--- src/bsbmd_map.vh ---
// Constants, encodings and register map of the branch, system control and block move core
// Functional notes
// - A conditional branch jumps to its target only when its condition is true.
// - Conditions: always, never, higher, lower-or-same, carry clear, carry set.
// - Conditions: not equal, equal, overflow clear/set, plus, minus.
// - Signed conditions: ge, lt, gt, le from N xor V and Z.
// - The unconditional jump always loads the program counter with its target.
// - Relative and absolute calls push a return point; return resumes there.
// - The trap instruction starts trap exception handling.
// - Exception return ends a handler and resumes the interrupted program.
// - The sleep instruction enters a power-down state.
// - Load flags copies a byte into the flag register; memory source uses word read.
// - Store flags copies the flag register out; memory destination uses word write.
// - Flag logic ANDs, ORs or XORs the flag register with a byte immediate.
// - No-operation only advances the program counter by 2.
// - Byte-count move skips on zero, else copies bytes with pointer increments.
// - Word-count move is the same but counts with the 16-bit count register.
// - The next instruction starts right after the whole move completes.
// - Instructions are built from 2-byte words with op, register, extension, condition.
// - The operation field is the top four bits; some carry a second one.
// - Address registers use 3-bit fields, data registers 3 or 4 bits.
// - Extensions are 8, 16 or 32 bits; 24-bit values have a zero top byte.
// - Upper address bits are ignored; memory addresses are 16 bits.
`ifndef BSBMD_MAP_VH
`define BSBMD_MAP_VH
// ==========================================
// Operation field and second operation field
`define BSBMD_OP_SYS 4'h0
`define BSBMD_OP_BRANCH 4'h4
`define BSBMD_OP_JUMP 4'h5
`define BSBMD_OP_CALL_REL 4'h6
`define BSBMD_OP_CALL_ABS 4'h7
`define BSBMD_SUB_NO_OPERATION 4'h0
`define BSBMD_SUB_SLEEP 4'h1
`define BSBMD_SUB_RETURN_SUB 4'h2
`define BSBMD_SUB_RETURN_EXC 4'h3
`define BSBMD_SUB_TRAP 4'h4
`define BSBMD_SUB_LOAD_FLAGS_REG 4'h5
`define BSBMD_SUB_STORE_FLAGS_REG 4'h6
`define BSBMD_SUB_LOAD_FLAGS_MEM 4'h7
`define BSBMD_SUB_STORE_FLAGS_MEM 4'h8
`define BSBMD_SUB_AND_FLAGS 4'h9
`define BSBMD_SUB_OR_FLAGS 4'ha
`define BSBMD_SUB_XOR_FLAGS 4'hb
`define BSBMD_SUB_MOVE_BYTECOUNT 4'hc
`define BSBMD_SUB_MOVE_WORDCOUNT 4'hd
`define BSBMD_EXT_ABS8 2'h0
`define BSBMD_EXT_ABS16 2'h1
`define BSBMD_EXT_ABS32 2'h2
`define BSBMD_ABS8_HIGH 8'hff
// ==========================================
// Flag bits, registers, vectors
`define BSBMD_CCR_C 0
`define BSBMD_CCR_V 1
`define BSBMD_CCR_Z 2
`define BSBMD_CCR_N 3
`define BSBMD_CCR_I 7
`define BSBMD_CCR_RESET 8'h80
`define BSBMD_PC_RESET 16'h0100
`define BSBMD_TRAP_VEC_BASE 16'h0010
`define BSBMD_IDX_COUNT 3'h4
`define BSBMD_IDX_SRC 3'h5
`define BSBMD_IDX_DST 3'h6
`define BSBMD_IDX_SP 3'h7
// ==========================================
// Register bus map and responses
`define BSBMD_A_CTRL 8'h00
`define BSBMD_A_STAT 8'h04
`define BSBMD_A_PC 8'h08
`define BSBMD_A_CCR 8'h0c
`define BSBMD_A_GPR_HI 3'h1
`define BSBMD_RESP_OKAY 2'h0
`define BSBMD_RESP_SLVERR 2'h2
`endif

--- src/bsbmd_core.v ---
// Branch, system control and block move execution core with register bus slave
//
// Our own choices: the AXI4-Lite slave port and the register offsets.
`include "bsbmd_map.vh"
module bsbmd_core (
    // Clock and reset
    input wire clk,
    input wire rst,
    // Register bus write
    input wire s_axi_awvalid,
    output wire s_axi_awready,
    input wire [7:0] s_axi_awaddr,
    input wire s_axi_wvalid,
    output wire s_axi_wready,
    input wire [31:0] s_axi_wdata,
    input wire [3:0] s_axi_wstrb,
    output reg s_axi_bvalid,
    input wire s_axi_bready,
    output reg [1:0] s_axi_bresp,
    // Register bus read
    input wire s_axi_arvalid,
    output wire s_axi_arready,
    input wire [7:0] s_axi_araddr,
    output reg s_axi_rvalid,
    input wire s_axi_rready,
    output reg [31:0] s_axi_rdata,
    output reg [1:0] s_axi_rresp,
    // Memory port
    output reg memReq_q,
    output reg memWe_q,
    output reg memByte_q,
    output reg [15:0] memAddr_q,
    output reg [15:0] memWdata_q,
    input wire [15:0] memRdata,
    input wire memAck,
    // Datapath flags and power state
    input wire flagsWe,
    input wire [7:0] flagsIn,
    output wire [7:0] flagsOut,
    input wire wakeIn,
    output wire sleeping
);
    // ==========================================
    // States
    localparam [9:0] S_IDLE = 10'h001;
    localparam [9:0] S_FETCH = 10'h002;
    localparam [9:0] S_DEC = 10'h004;
    localparam [9:0] S_EXT = 10'h008;
    localparam [9:0] S_XCAP = 10'h010;
    localparam [9:0] S_EXEC = 10'h020;
    localparam [9:0] S_WAIT = 10'h040;
    localparam [9:0] S_SEQ = 10'h080;
    localparam [9:0] S_MOVE = 10'h100;
    localparam [9:0] S_SLEEP = 10'h200;

    reg [9:0] stateQ;
    reg [9:0] retQ;
    reg [15:0] pcQ;
    reg [7:0] ccrQ;
    reg [15:0] irQ;
    reg [31:0] extQ;
    reg [1:0] extCntQ;
    reg [15:0] rdQ;
    reg [1:0] seqQ;
    reg runQ;
    reg [31:0] gpr [0:7];
    integer i;

    // ==========================================
    // Functions
    function condTrue;
        input [3:0] cc;
        input [7:0] f;
        reg t;
        begin
            case (cc[3:1])
                3'h0: t = 1'b1;
                3'h1: t = ~(f[`BSBMD_CCR_C] | f[`BSBMD_CCR_Z]);
                3'h2: t = ~f[`BSBMD_CCR_C];
                3'h3: t = ~f[`BSBMD_CCR_Z];
                3'h4: t = ~f[`BSBMD_CCR_V];
                3'h5: t = ~f[`BSBMD_CCR_N];
                3'h6: t = ~(f[`BSBMD_CCR_N] ^ f[`BSBMD_CCR_V]);
                default: t = ~(f[`BSBMD_CCR_Z] | (f[`BSBMD_CCR_N] ^ f[`BSBMD_CCR_V]));
            endcase
            // Odd codes are the negation of the even code below them
            condTrue = t ^ cc[0];
        end
    endfunction

    function [1:0] extWords;
        input [15:0] ir;
        begin
            extWords = 2'h0;
            if (ir[15:12] == `BSBMD_OP_JUMP || ir[15:12] == `BSBMD_OP_CALL_ABS) begin
                if (ir[1:0] == `BSBMD_EXT_ABS16) begin
                    extWords = 2'h1;
                end else if (ir[1:0] == `BSBMD_EXT_ABS32) begin
                    extWords = 2'h2;
                end
            end
        end
    endfunction

    function [15:0] absTarget;
        input [15:0] ir;
        input [31:0] ext;
        begin
            // Top address bits of a 32-bit extension are dropped
            if (ir[1:0] == `BSBMD_EXT_ABS8) begin
                absTarget = {`BSBMD_ABS8_HIGH, ir[11:4]};
            end else begin
                absTarget = ext[15:0];
            end
        end
    endfunction

    function [31:0] mergeW;
        input [31:0] old;
        input [31:0] d;
        input [3:0] strb;
        integer k;
        begin
            for (k = 0; k < 4; k = k + 1) begin
                mergeW[k*8 +: 8] = strb[k] ? d[k*8 +: 8] : old[k*8 +: 8];
            end
        end
    endfunction

    // ==========================================
    // Bus handshakes
    wire wrTake = s_axi_awvalid & s_axi_wvalid & ~s_axi_bvalid;
    wire idle = (stateQ == S_IDLE);
    wire gprWrHit = (s_axi_awaddr[7:5] == `BSBMD_A_GPR_HI) && (s_axi_awaddr[1:0] == 2'h0);
    wire gprRdHit = (s_axi_araddr[7:5] == `BSBMD_A_GPR_HI) && (s_axi_araddr[1:0] == 2'h0);
    wire [15:0] sp = gpr[`BSBMD_IDX_SP][15:0];
    wire [3:0] sub = irQ[11:8];
    wire moveWide = (sub == `BSBMD_SUB_MOVE_WORDCOUNT);
    wire [15:0] moveCount = moveWide ? gpr[`BSBMD_IDX_COUNT][15:0]
                                     : {8'h00, gpr[`BSBMD_IDX_COUNT][7:0]};
    wire [31:0] srcReg = gpr[irQ[6:4]];
    wire [7:0] srcByte = irQ[3] ? srcReg[7:0] : srcReg[15:8];
    wire [31:0] pcNew = mergeW({16'h0000, pcQ}, s_axi_wdata, s_axi_wstrb);

    assign s_axi_awready = wrTake;
    assign s_axi_wready = wrTake;
    assign s_axi_arready = ~s_axi_rvalid;
    assign flagsOut = ccrQ;
    assign sleeping = (stateQ == S_SLEEP);

    task memIssue;
        input we;
        input bt;
        input [15:0] a;
        input [15:0] d;
        input [9:0] r;
        begin
            memReq_q <= 1'b1;
            memWe_q <= we;
            memByte_q <= bt;
            memAddr_q <= a;
            memWdata_q <= d;
            retQ <= r;
            stateQ <= S_WAIT;
        end
    endtask

    // ==========================================
    // Register bus responses
    always @(posedge clk) begin
        if (rst) begin
            s_axi_bvalid <= 1'b0;
            s_axi_bresp <= `BSBMD_RESP_OKAY;
            s_axi_rvalid <= 1'b0;
            s_axi_rdata <= 32'h00000000;
            s_axi_rresp <= `BSBMD_RESP_OKAY;
        end else begin
            if (wrTake) begin
                s_axi_bvalid <= 1'b1;
                if (gprWrHit || s_axi_awaddr == `BSBMD_A_CTRL || s_axi_awaddr == `BSBMD_A_PC
                    || s_axi_awaddr == `BSBMD_A_CCR || s_axi_awaddr == `BSBMD_A_STAT) begin
                    s_axi_bresp <= `BSBMD_RESP_OKAY;
                end else begin
                    s_axi_bresp <= `BSBMD_RESP_SLVERR;
                end
            end else if (s_axi_bready) begin
                s_axi_bvalid <= 1'b0;
            end
            if (s_axi_arvalid && !s_axi_rvalid) begin
                s_axi_rvalid <= 1'b1;
                s_axi_rresp <= `BSBMD_RESP_OKAY;
                if (s_axi_araddr == `BSBMD_A_CTRL) begin
                    s_axi_rdata <= {31'h00000000, runQ};
                end else if (s_axi_araddr == `BSBMD_A_STAT) begin
                    s_axi_rdata <= {29'h00000000, stateQ == S_MOVE, sleeping, idle};
                end else if (s_axi_araddr == `BSBMD_A_PC) begin
                    s_axi_rdata <= {16'h0000, pcQ};
                end else if (s_axi_araddr == `BSBMD_A_CCR) begin
                    s_axi_rdata <= {24'h000000, ccrQ};
                end else if (gprRdHit) begin
                    s_axi_rdata <= gpr[s_axi_araddr[4:2]];
                end else begin
                    s_axi_rdata <= 32'h00000000;
                    s_axi_rresp <= `BSBMD_RESP_SLVERR;
                end
            end else if (s_axi_rready) begin
                s_axi_rvalid <= 1'b0;
            end
        end
    end

    // ==========================================
    // Sequencer
    always @(posedge clk) begin
        if (rst) begin
            stateQ <= S_IDLE;
            retQ <= S_IDLE;
            pcQ <= `BSBMD_PC_RESET;
            ccrQ <= `BSBMD_CCR_RESET;
            irQ <= 16'h0000;
            extQ <= 32'h00000000;
            extCntQ <= 2'h0;
            rdQ <= 16'h0000;
            seqQ <= 2'h0;
            runQ <= 1'b0;
            memReq_q <= 1'b0;
            memWe_q <= 1'b0;
            memByte_q <= 1'b0;
            memAddr_q <= 16'h0000;
            memWdata_q <= 16'h0000;
            for (i = 0; i < 8; i = i + 1) begin
                gpr[i] <= 32'h00000000;
            end
        end else begin
            memReq_q <= 1'b0;
            // Datapath flag updates lose to this block's own flag writes below
            if (flagsWe) begin
                ccrQ <= flagsIn;
            end
            // Software may load state only while stopped, so no write races the core
            if (wrTake) begin
                if (s_axi_awaddr == `BSBMD_A_CTRL && s_axi_wstrb[0]) begin
                    runQ <= s_axi_wdata[0];
                end else if (idle && s_axi_awaddr == `BSBMD_A_PC) begin
                    pcQ <= pcNew[15:0];
                end else if (idle && s_axi_awaddr == `BSBMD_A_CCR && s_axi_wstrb[0]) begin
                    ccrQ <= s_axi_wdata[7:0];
                end else if (idle && gprWrHit) begin
                    gpr[s_axi_awaddr[4:2]] <= mergeW(gpr[s_axi_awaddr[4:2]], s_axi_wdata,
                                                     s_axi_wstrb);
                end
            end
            case (stateQ)
                S_IDLE: begin
                    if (runQ) begin
                        stateQ <= S_FETCH;
                    end
                end
                S_FETCH: begin
                    // Stop is honoured only between instructions
                    if (!runQ) begin
                        stateQ <= S_IDLE;
                    end else begin
                        memIssue(1'b0, 1'b0, pcQ, 16'h0000, S_DEC);
                        pcQ <= pcQ + 16'h0002;
                    end
                end
                S_WAIT: begin
                    if (memAck) begin
                        rdQ <= memRdata;
                        stateQ <= retQ;
                    end
                end
                S_DEC: begin
                    irQ <= rdQ;
                    extQ <= 32'h00000000;
                    extCntQ <= extWords(rdQ);
                    stateQ <= (extWords(rdQ) == 2'h0) ? S_EXEC : S_EXT;
                end
                S_EXT: begin
                    memIssue(1'b0, 1'b0, pcQ, 16'h0000, S_XCAP);
                    pcQ <= pcQ + 16'h0002;
                end
                S_XCAP: begin
                    extQ <= {extQ[15:0], rdQ};
                    extCntQ <= extCntQ - 2'h1;
                    stateQ <= (extCntQ == 2'h1) ? S_EXEC : S_EXT;
                end
                S_EXEC: begin
                    seqQ <= 2'h0;
                    stateQ <= S_FETCH;
                    case (irQ[15:12])
                        `BSBMD_OP_BRANCH: begin
                            // pcQ already holds the following instruction
                            if (condTrue(irQ[11:8], ccrQ)) begin
                                pcQ <= pcQ + {{8{irQ[7]}}, irQ[7:0]};
                            end
                        end
                        `BSBMD_OP_JUMP: begin
                            pcQ <= absTarget(irQ, extQ);
                        end
                        `BSBMD_OP_CALL_REL: begin
                            memIssue(1'b1, 1'b0, sp - 16'h0002, pcQ, S_FETCH);
                            gpr[`BSBMD_IDX_SP] <= gpr[`BSBMD_IDX_SP] - 32'h00000002;
                            pcQ <= pcQ + {{8{irQ[7]}}, irQ[7:0]};
                        end
                        `BSBMD_OP_CALL_ABS: begin
                            memIssue(1'b1, 1'b0, sp - 16'h0002, pcQ, S_FETCH);
                            gpr[`BSBMD_IDX_SP] <= gpr[`BSBMD_IDX_SP] - 32'h00000002;
                            pcQ <= absTarget(irQ, extQ);
                        end
                        `BSBMD_OP_SYS: begin
                            case (sub)
                                `BSBMD_SUB_SLEEP: stateQ <= S_SLEEP;
                                `BSBMD_SUB_RETURN_SUB: begin
                                    memIssue(1'b0, 1'b0, sp, 16'h0000, S_SEQ);
                                end
                                `BSBMD_SUB_RETURN_EXC: begin
                                    memIssue(1'b0, 1'b0, sp, 16'h0000, S_SEQ);
                                end
                                `BSBMD_SUB_TRAP: begin
                                    memIssue(1'b1, 1'b0, sp - 16'h0002, pcQ, S_SEQ);
                                    gpr[`BSBMD_IDX_SP] <= gpr[`BSBMD_IDX_SP] - 32'h00000002;
                                end
                                `BSBMD_SUB_LOAD_FLAGS_REG: ccrQ <= srcByte;
                                `BSBMD_SUB_STORE_FLAGS_REG: begin
                                    if (irQ[3]) begin
                                        gpr[irQ[6:4]][7:0] <= ccrQ;
                                    end else begin
                                        gpr[irQ[6:4]][15:8] <= ccrQ;
                                    end
                                end
                                `BSBMD_SUB_LOAD_FLAGS_MEM: begin
                                    memIssue(1'b0, 1'b0, srcReg[15:0], 16'h0000, S_SEQ);
                                end
                                `BSBMD_SUB_STORE_FLAGS_MEM: begin
                                    memIssue(1'b1, 1'b0, srcReg[15:0], {ccrQ, 8'h00},
                                             S_FETCH);
                                end
                                `BSBMD_SUB_AND_FLAGS: ccrQ <= ccrQ & irQ[7:0];
                                `BSBMD_SUB_OR_FLAGS: ccrQ <= ccrQ | irQ[7:0];
                                `BSBMD_SUB_XOR_FLAGS: ccrQ <= ccrQ ^ irQ[7:0];
                                `BSBMD_SUB_MOVE_BYTECOUNT, `BSBMD_SUB_MOVE_WORDCOUNT: begin
                                    if (moveCount != 16'h0000) begin
                                        stateQ <= S_MOVE;
                                    end
                                end
                                default: stateQ <= S_FETCH;
                            endcase
                        end
                        default: stateQ <= S_FETCH;
                    endcase
                end
                S_SEQ: begin
                    seqQ <= seqQ + 2'h1;
                    stateQ <= S_FETCH;
                    case (sub)
                        `BSBMD_SUB_RETURN_SUB: begin
                            pcQ <= rdQ;
                            gpr[`BSBMD_IDX_SP] <= gpr[`BSBMD_IDX_SP] + 32'h00000002;
                        end
                        `BSBMD_SUB_RETURN_EXC: begin
                            if (seqQ == 2'h0) begin
                                ccrQ <= rdQ[15:8];
                                memIssue(1'b0, 1'b0, sp + 16'h0002, 16'h0000, S_SEQ);
                            end else begin
                                pcQ <= rdQ;
                                gpr[`BSBMD_IDX_SP] <= gpr[`BSBMD_IDX_SP] + 32'h00000004;
                            end
                        end
                        `BSBMD_SUB_TRAP: begin
                            if (seqQ == 2'h0) begin
                                memIssue(1'b1, 1'b0, sp - 16'h0002, {ccrQ, 8'h00}, S_SEQ);
                                gpr[`BSBMD_IDX_SP] <= gpr[`BSBMD_IDX_SP] - 32'h00000002;
                            end else if (seqQ == 2'h1) begin
                                // Mask further interrupts inside the handler
                                ccrQ[`BSBMD_CCR_I] <= 1'b1;
                                memIssue(1'b0, 1'b0, `BSBMD_TRAP_VEC_BASE + {13'h0000,
                                         irQ[5:4], 1'b0}, 16'h0000, S_SEQ);
                            end else begin
                                pcQ <= rdQ;
                            end
                        end
                        default: ccrQ <= rdQ[15:8];
                    endcase
                end
                S_MOVE: begin
                    if (seqQ == 2'h0) begin
                        seqQ <= 2'h1;
                        memIssue(1'b0, 1'b1, gpr[`BSBMD_IDX_SRC][15:0], 16'h0000,
                                 S_MOVE);
                    end else begin
                        seqQ <= 2'h0;
                        // Fetch resumes the cycle after the last write is acknowledged
                        memIssue(1'b1, 1'b1, gpr[`BSBMD_IDX_DST][15:0], {8'h00, rdQ[7:0]},
                                 (moveCount == 16'h0001) ? S_FETCH : S_MOVE);
                        gpr[`BSBMD_IDX_SRC] <= gpr[`BSBMD_IDX_SRC] + 32'h00000001;
                        gpr[`BSBMD_IDX_DST] <= gpr[`BSBMD_IDX_DST] + 32'h00000001;
                        if (moveWide) begin
                            gpr[`BSBMD_IDX_COUNT][15:0] <= moveCount - 16'h0001;
                        end else begin
                            gpr[`BSBMD_IDX_COUNT][7:0] <= moveCount[7:0] - 8'h01;
                        end
                    end
                end
                S_SLEEP: begin
                    if (wakeIn) begin
                        stateQ <= S_FETCH;
                    end else if (!runQ) begin
                        stateQ <= S_IDLE;
                    end
                end
                default: stateQ <= S_IDLE;
            endcase
        end
    end
endmodule

--- config.mk ---
export PLATFORM = sky130hd
export DESIGN_NAME = bsbmd_core
export DESIGN_NICKNAME = d
export VERILOG_FILES = /design/src/bsbmd_core.v
export VERILOG_INCLUDE_DIRS = /design/src
export SDC_FILE = /design/constraint.sdc
export NUM_CORES = 1
export LEC_CHECK = 0
export BUFFER_PORTS_ARGS = -buffer_cell sky130_fd_sc_hd__buf_2
export CAP_MARGIN = 20
export CELL_PAD_IN_SITES_DETAIL_PLACEMENT = 1
export CELL_PAD_IN_SITES_GLOBAL_PLACEMENT = 1
export CORE_ASPECT_RATIO = 0.75
export CORE_UTILIZATION = 44
export CTS_BUF_LIST = sky130_fd_sc_hd__clkbuf_16
export CTS_CLUSTER_DIAMETER = 80
export DETAILED_ROUTE_END_ITERATION = 16
export GPL_ROUTABILITY_DRIVEN = 0
export HOLD_SLACK_MARGIN = 0.15
export PLACE_DENSITY = 0.85
export RECOVER_POWER = 50
export SLEW_MARGIN = 20
export SYNTH_ARGS = -nofsm -noshare
export SYNTH_HDL_FRONTEND = slang
export SYNTH_SLANG_ARGS = --single-unit
--- constraint.sdc ---
create_clock -name clk -period 3.3 [get_ports clk]
set_input_delay 0.33 -clock clk [delete_from_list [all_inputs] [get_ports clk]]
set_output_delay 0.33 -clock clk [all_outputs]
set_load 0.02 [all_outputs]
# Word level (Yosys, flattened, before mapping)

Memories as Yosys holds them, arrays and structs flattened. A register that Yosys moved wholly into a read port is not among the register bits.
Index checks and enable logic that the tools add are counted.

Muxes and demuxes: 203
Reductions and logical operators: 54
Equality and inequality tests: 65
Add/subtract/negate cells: 14
Bitwise gates (word level): 28

Operators by type and width:

| operator                                             | count |
|---|---|
| two-way mux 32 bit                                   | 15 |
| two-way mux 16 bit                                   | 20 |
| one-hot mux 16 bit (3 select lines)                  | 4 |
| one-hot mux 16 bit (2 select lines)                  | 5 |
| one-hot mux 16 bit (5 select lines)                  | 2 |
| two-way mux 8 bit                                    | 16 |
| one-hot mux 10 bit (9 select lines)                  | 1 |
| two-way mux 1 bit                                    | 81 |
| two-way mux 10 bit                                   | 8 |
| one-hot mux 10 bit (2 select lines)                  | 4 |
| adder 32 x 1 -> 32 bit (second input constant)       | 2 |
| one-hot mux 16 bit (4 select lines)                  | 1 |
| OR reduction 32 bit                                  | 2 |
| one-hot mux 10 bit (5 select lines)                  | 1 |
| equality test 4 x 3 -> 1 bit (second input constant) | 10 |
| AND reduction 7 bit                                  | 5 |
| adder 16 x 2 -> 16 bit (second input constant)       | 2 |
| adder 32 x 2 -> 32 bit (second input constant)       | 1 |
| adder 32 x 3 -> 32 bit (second input constant)       | 1 |
| equality test 8 x 4 -> 1 bit (second input constant) | 4 |
| one-hot mux 8 bit (4 select lines)                   | 1 |
| subtractor 32 x 2 -> 32 bit (second input constant)  | 1 |
| one-hot mux 10 bit (3 select lines)                  | 1 |
| two-way mux 7 bit                                    | 4 |
| 72 further kinds                                     | 172 |

Memories kept: 1
Flip-flop bits (word level): 170
RAM bits: 256
Input bits: 86

Memories:

| name | words | width | read ports | clocked after memory_dff | write ports | line            | text |
|---|---|---|---|---|---|---|---|
| gpr  | 8     | 32    | 6          | 1                        | 8           | bsbmd_core.v:66 | `reg [31:0] gpr [0:7];` |

# Depth between registers and ports, before layout

Depth after elaboration: 14
Gate-level depth with buffers: 12
Mapped depth without buffers: 10

# Worst setup path after synthesis

OpenSTA, ideal clock, no wires.

Path kind: reg2reg
Start point: reg stateQ[4]
End point: mem gpr[2][24], enable pin
Path buffers: 5
Required time: 2916 ps
Stages on the path, launching flop included: 11
Arrival time: 3109 ps
Library setup time: 384 ps
Slack: -193 ps
Cells stage by stage: dfxtp_1 buf_2 or4_1 buf_2 or4_1 buf_2 nor4_4 nand2_1 buf_2 clkbuf_1 o21ai_0

RTL lines:

| element                  | line             | text |
|---|---|---|
| start: declaration       | bsbmd_core.v:56  | `reg [9:0] stateQ;` |
| start signal: assignment | bsbmd_core.v:271 | `stateQ <= retQ;` |
| start signal: assignment | bsbmd_core.v:278 | `stateQ <= (extWords(rdQ) == 2'h0) ? S_EXEC : S_EXT;` |
| start signal: assignment | bsbmd_core.v:287 | `stateQ <= (extCntQ == 2'h1) ? S_EXEC : S_EXT;` |
| end: declaration         | bsbmd_core.v:66  |  |

# Worst setup path in the final report

Start point: reg seqQ[1]
End point: reg memAddr_q[2]

Longest elaborated chain between the ends: 4
Elaborated cells between the ends (all ways): 9
Those cells by class: eq/ne (3); mux (4); reduce/logical (2)

RTL lines:

| element                             | line                                                 | text |
|---|---|---|
| start: declaration                  | bsbmd_core.v:64                                      | `reg [1:0] seqQ;` |
| start signal: assignment            | bsbmd_core.v:355                                     | `seqQ <= seqQ + 2'h1;` |
| logical NOT 2 bit                   | bsbmd_core.v:363, bsbmd_core.v:372, bsbmd_core.v:388 |  |
| two-way mux 16 bit                  | bsbmd_core.v:372                                     | `if (seqQ == 2'h0) begin` |
| one-hot mux 16 bit (2 select lines) | bsbmd_core.v:357                                     | `case (sub)` |
| one-hot mux 16 bit (5 select lines) | bsbmd_core.v:253                                     | `case (stateQ)` |
| end signal: assignment              | bsbmd_core.v:229                                     | `memAddr_q <= 16'h0000;` |
| end: declaration                    | bsbmd_core.v:32                                      | `output reg [15:0] memAddr_q,` |

Parallel ways exist; a longest one is shown, timed or not.
A chain may end at the register's enable or synchronous reset.

==> qor.csv <==
metric,value,unit
clkSinkCount,423,
grt_overflow,0,
hpwl,89.35,mm
dr_total_vias,27600,
fin_nets,3245,
cts_buffers,48,
vias_per_cell,6.998,
final_max_slew_viol_count,0,
postLayoutCoreUtil,52.65,%
hold_viol,0,
final_common_cell,nor2_1,
relSlewSlack,9.735,%
synth_top_flop_cell,edfxtp_1,
p_int,0.009068,W
use_met1,50.95,%
power_density,397.9,mW/mm2
required,3780,ps
worst-r2r-cell-count,8,
p_sw,0.003383,W
pwr-share-seq,47.5,%
whs_path_depth,2,
layout_common_cells,"330 x nor2_1, 294 x nand2_1, 256 x edfxtp_1",
finalSetupViolCount,1,
fin_skew,31.21,ps
avgSynthCellArea,9.413,um2
detail-route-antenna-nets,0,
finalCriticalPeriod,3434,ps
firstDrtPassIters,7,
arrival,3920,ps
fin_setup_tns,-134.5,ps
max_stage_delay,1070,ps
clkPwrFrac,42.4,%
drive_above_1_share,18.22,%
initial_utilization,44.91,%
crit_fanout,24,
clkTransAtPathRegs,80,ps
dieArea,0.06167,mm2
crit_slowest_cell,a2111oi_0,
cp-start-kind,flop,
switching_share,27.17,%
clockBufferDepth,3,
leakagePower,11.33,nW
synthArstFlopShare,0,%
insertion_delay,620,ps
irDropWorstVdd,0.0003288,V
ff2ff_setup_slack,-130,ps
die_y,215.3,um
syn_to_final_growth,17.23,%
drc_errors,0,
cts_tree,done,
synthDominantCellAreaShare,28.80,%
synth_warnings,0,
seq_area_frac_synth,41.32,%
clockRootBuffer,clkbuf_16,
yosys-top-cells-area,"edfxtp_1 29%, dfxtp_1 13%, mux4_2 8.1%",
gr-usage-all-layers,39.01,%
whs_endpoint,gpr[7][24],
clock.fmax,291.2,MHz
h-tree-depth,2,
tightestPinTransition,1354,ps
violations,setup timing,
totalWireLength,123.1,mm
crit_top_cell,buf_4,
drv_cap,0,
use_met3,16.63,%
comb_power_share,10.1,%
ios,171,
drt_iter0_drc,4464,
synth_edf_count,256,
grt.busiest_layer,met2,
crit_chain,inv_1 -> ha_1 -> buf_4 -> mux2i_1 -> nor2_1 -> a2111oi_0 -> buf_4 -> a21oi_1,
crit_type,flop to flop,
syn_inst,2836,
wl_per_cell,31.20,um
grt_start_max_net_pins,83,
ys_ff_latch,423,
grt_pass1_vias,27410,
coreArea,0.05944,mm2
die_w,286.4,um
synth_top_cell_by_area,edfxtp_1,
timing.rr.start,seqQ[1],
place_ws,-194.8,ps
io_buffers,168,
synth_area,0.02670,mm2
cp-end-kind,flop,
fin_ws,-134.5,ps
r2r_end,memAddr_q[2],
status,"finished, violations left",
antenna_found_initial,8,
rows,77,
grt_pass1_wl,180.3,mm
synthDistinctLibCells,84,
holdCritStartpoint,s_axi_wdata[24],
fin_crit_sh,104.1,%
hp-class,input port to flop,
groute.layer.met2.usage,55.38,%
==> worst max-delay path: cells and delay by family (launching register included) <==
family | cells | cell delay, ps
AOI/OAI and AO/OA | 2 | 1140
buffers and inverters | 3 | 800
muxes | 1 | 530
adders and majority gates | 1 | 410
DFF | 1 | 320
and+or+nand+nor | 1 | 80
==> what timing repair did <==
action,4_1_cts,5_1_grt
hold buffers,28,0
setup buffers,0,4
endpoints found under the hold margin,47,0
endpoints found under the setup margin,369,405
gates resized for setup,4,21
pin swaps,0,3
==> routing by layer <==
| layer | routed length, um | part of all wire, % | vias to the layer above |
|---|---|---|---|
| met5 | 204 | 0.17 | - |
| met4 | 7346 | 6.0 | 14 |
| met3 | 20620 | 17 | 570 |
| met2 | 50090 | 41 | 2423 |
| met1 | 44810 | 36 | 13480 |
| li1 | - | - | 11110 |
==> cell usage after synthesis, types with 14 or more instances <==
| cell | count |
|---|---|
| mux4_2 | 96 |
| mux2_2 | 40 |
| ha_1 | 44 |
| a221oi_1 | 20 |
| nor2_1 | 331 |
| a21oi_1 | 216 |
| and2_1 | 90 |
| nand2b_1 | 18 |
| dfxtp_1 | 167 |
| o22ai_1 | 75 |
| clkbuf_1 | 159 |
| mux2i_1 | 73 |
| and3_1 | 31 |
| edfxtp_1 | 256 |
| nand2_1 | 303 |
| a22oi_1 | 31 |
| nor4_1 | 19 |
| a22o_1 | 20 |
| inv_1 | 50 |
| buf_2 | 20 |
| nand3_1 | 88 |
| o221ai_1 | 32 |
| a31oi_1 | 27 |
| xnor2_1 | 63 |
| nor2b_1 | 20 |
| o21ai_1 | 14 |
| xor2_1 | 78 |
| buf_1 | 17 |
| a211oi_1 | 21 |
| nand4_1 | 37 |
| o21ai_0 | 113 |
| nor3_1 | 70 |
==> logic make-up after synthesis <==
group,after synthesis,synth area share (%)
adders and majority gates,45,2.137
AOI/OAI and AO/OA,667,15.84
xor gates and xnor gates,141,4.626
and+or+nand+nor,1096,19.77
buffers and inverters,254,3.764
muxes,209,12.52
other,1,0.01405
DFF,423,41.32
==> flip-flops by register name, indices dropped and copies added (netlist names), 6 cells and up, named ones only <==
name and cells:
gpr 256, retQ 6, s_axi_rdata 32, extQ 16
irQ 16, flagsOut 8, memWdata_q 16, rdQ 16
stateQ 10, memAddr_q 16, pcQ 16
==> metrics by stage <==
| step | total power, W | hold WS, ps | cell area [um2] | instances |
|---|---|---|---|---|
| floorplan | 0.006547 | 422.7 | 26700 | 2837 |
| global placement | 0.007069 | 432.5 | 29530 | 3822 |
| detailed placement | 0.007144 | 446.4 | 29530 | 3822 |
| CTS | 0.01234 | 153.1 | 31300 | 3937 |
| global route | 0.01266 | 182.8 | 31290 | 3942 |
| finish | 0.01245 | 176.6 | 31300 | 3944 |
==> how the worst max path moves through the flow <==
stage,start,endpoint
4_1_cts,stateQ[0],gpr[2][13]
5_1_grt,stateQ[4],flagsOut[7]
3_3_place_gp,stateQ[4],retQ[7]
2_1_floorplan,stateQ[4],gpr[2][24]
3_5_place_dp,stateQ[4],gpr[7][18]
6_report,seqQ[1],memAddr_q[2]
==> cell type report <==
| cell class | instances | area [um2] |
|---|---|---|
| antenna | 3 | 7.507 |
| clock inverter | 37 | 225.2 |
| clock buffer | 50 | 1251 |
| timing repair buffer | 430 | 2806 |
| sequential | 423 | 11030 |
| inverter | 51 | 191.4 |
| fill | 6781 | 28150 |
| tap | 790 | 988.4 |
| multi-input combinational | 2160 | 14790 |
==> power groups by stage <==
stage | Combinational (W) | Clock (W) | Sequential [W]
6_report | 0.00125 | 0.00528 | 0.00592
5_1_grt | 0.00127 | 0.00547 | 0.00592
4_1_cts | 0.00118 | 0.00526 | 0.00590
3_5_place_dp | 0.00113 | 0 | 0.00601
3_3_place_gp | 0.00109 | 0 | 0.00598
2_1_floorplan | 0.000598 | 0 | 0.00595
(Power assumes the default switching activity.)
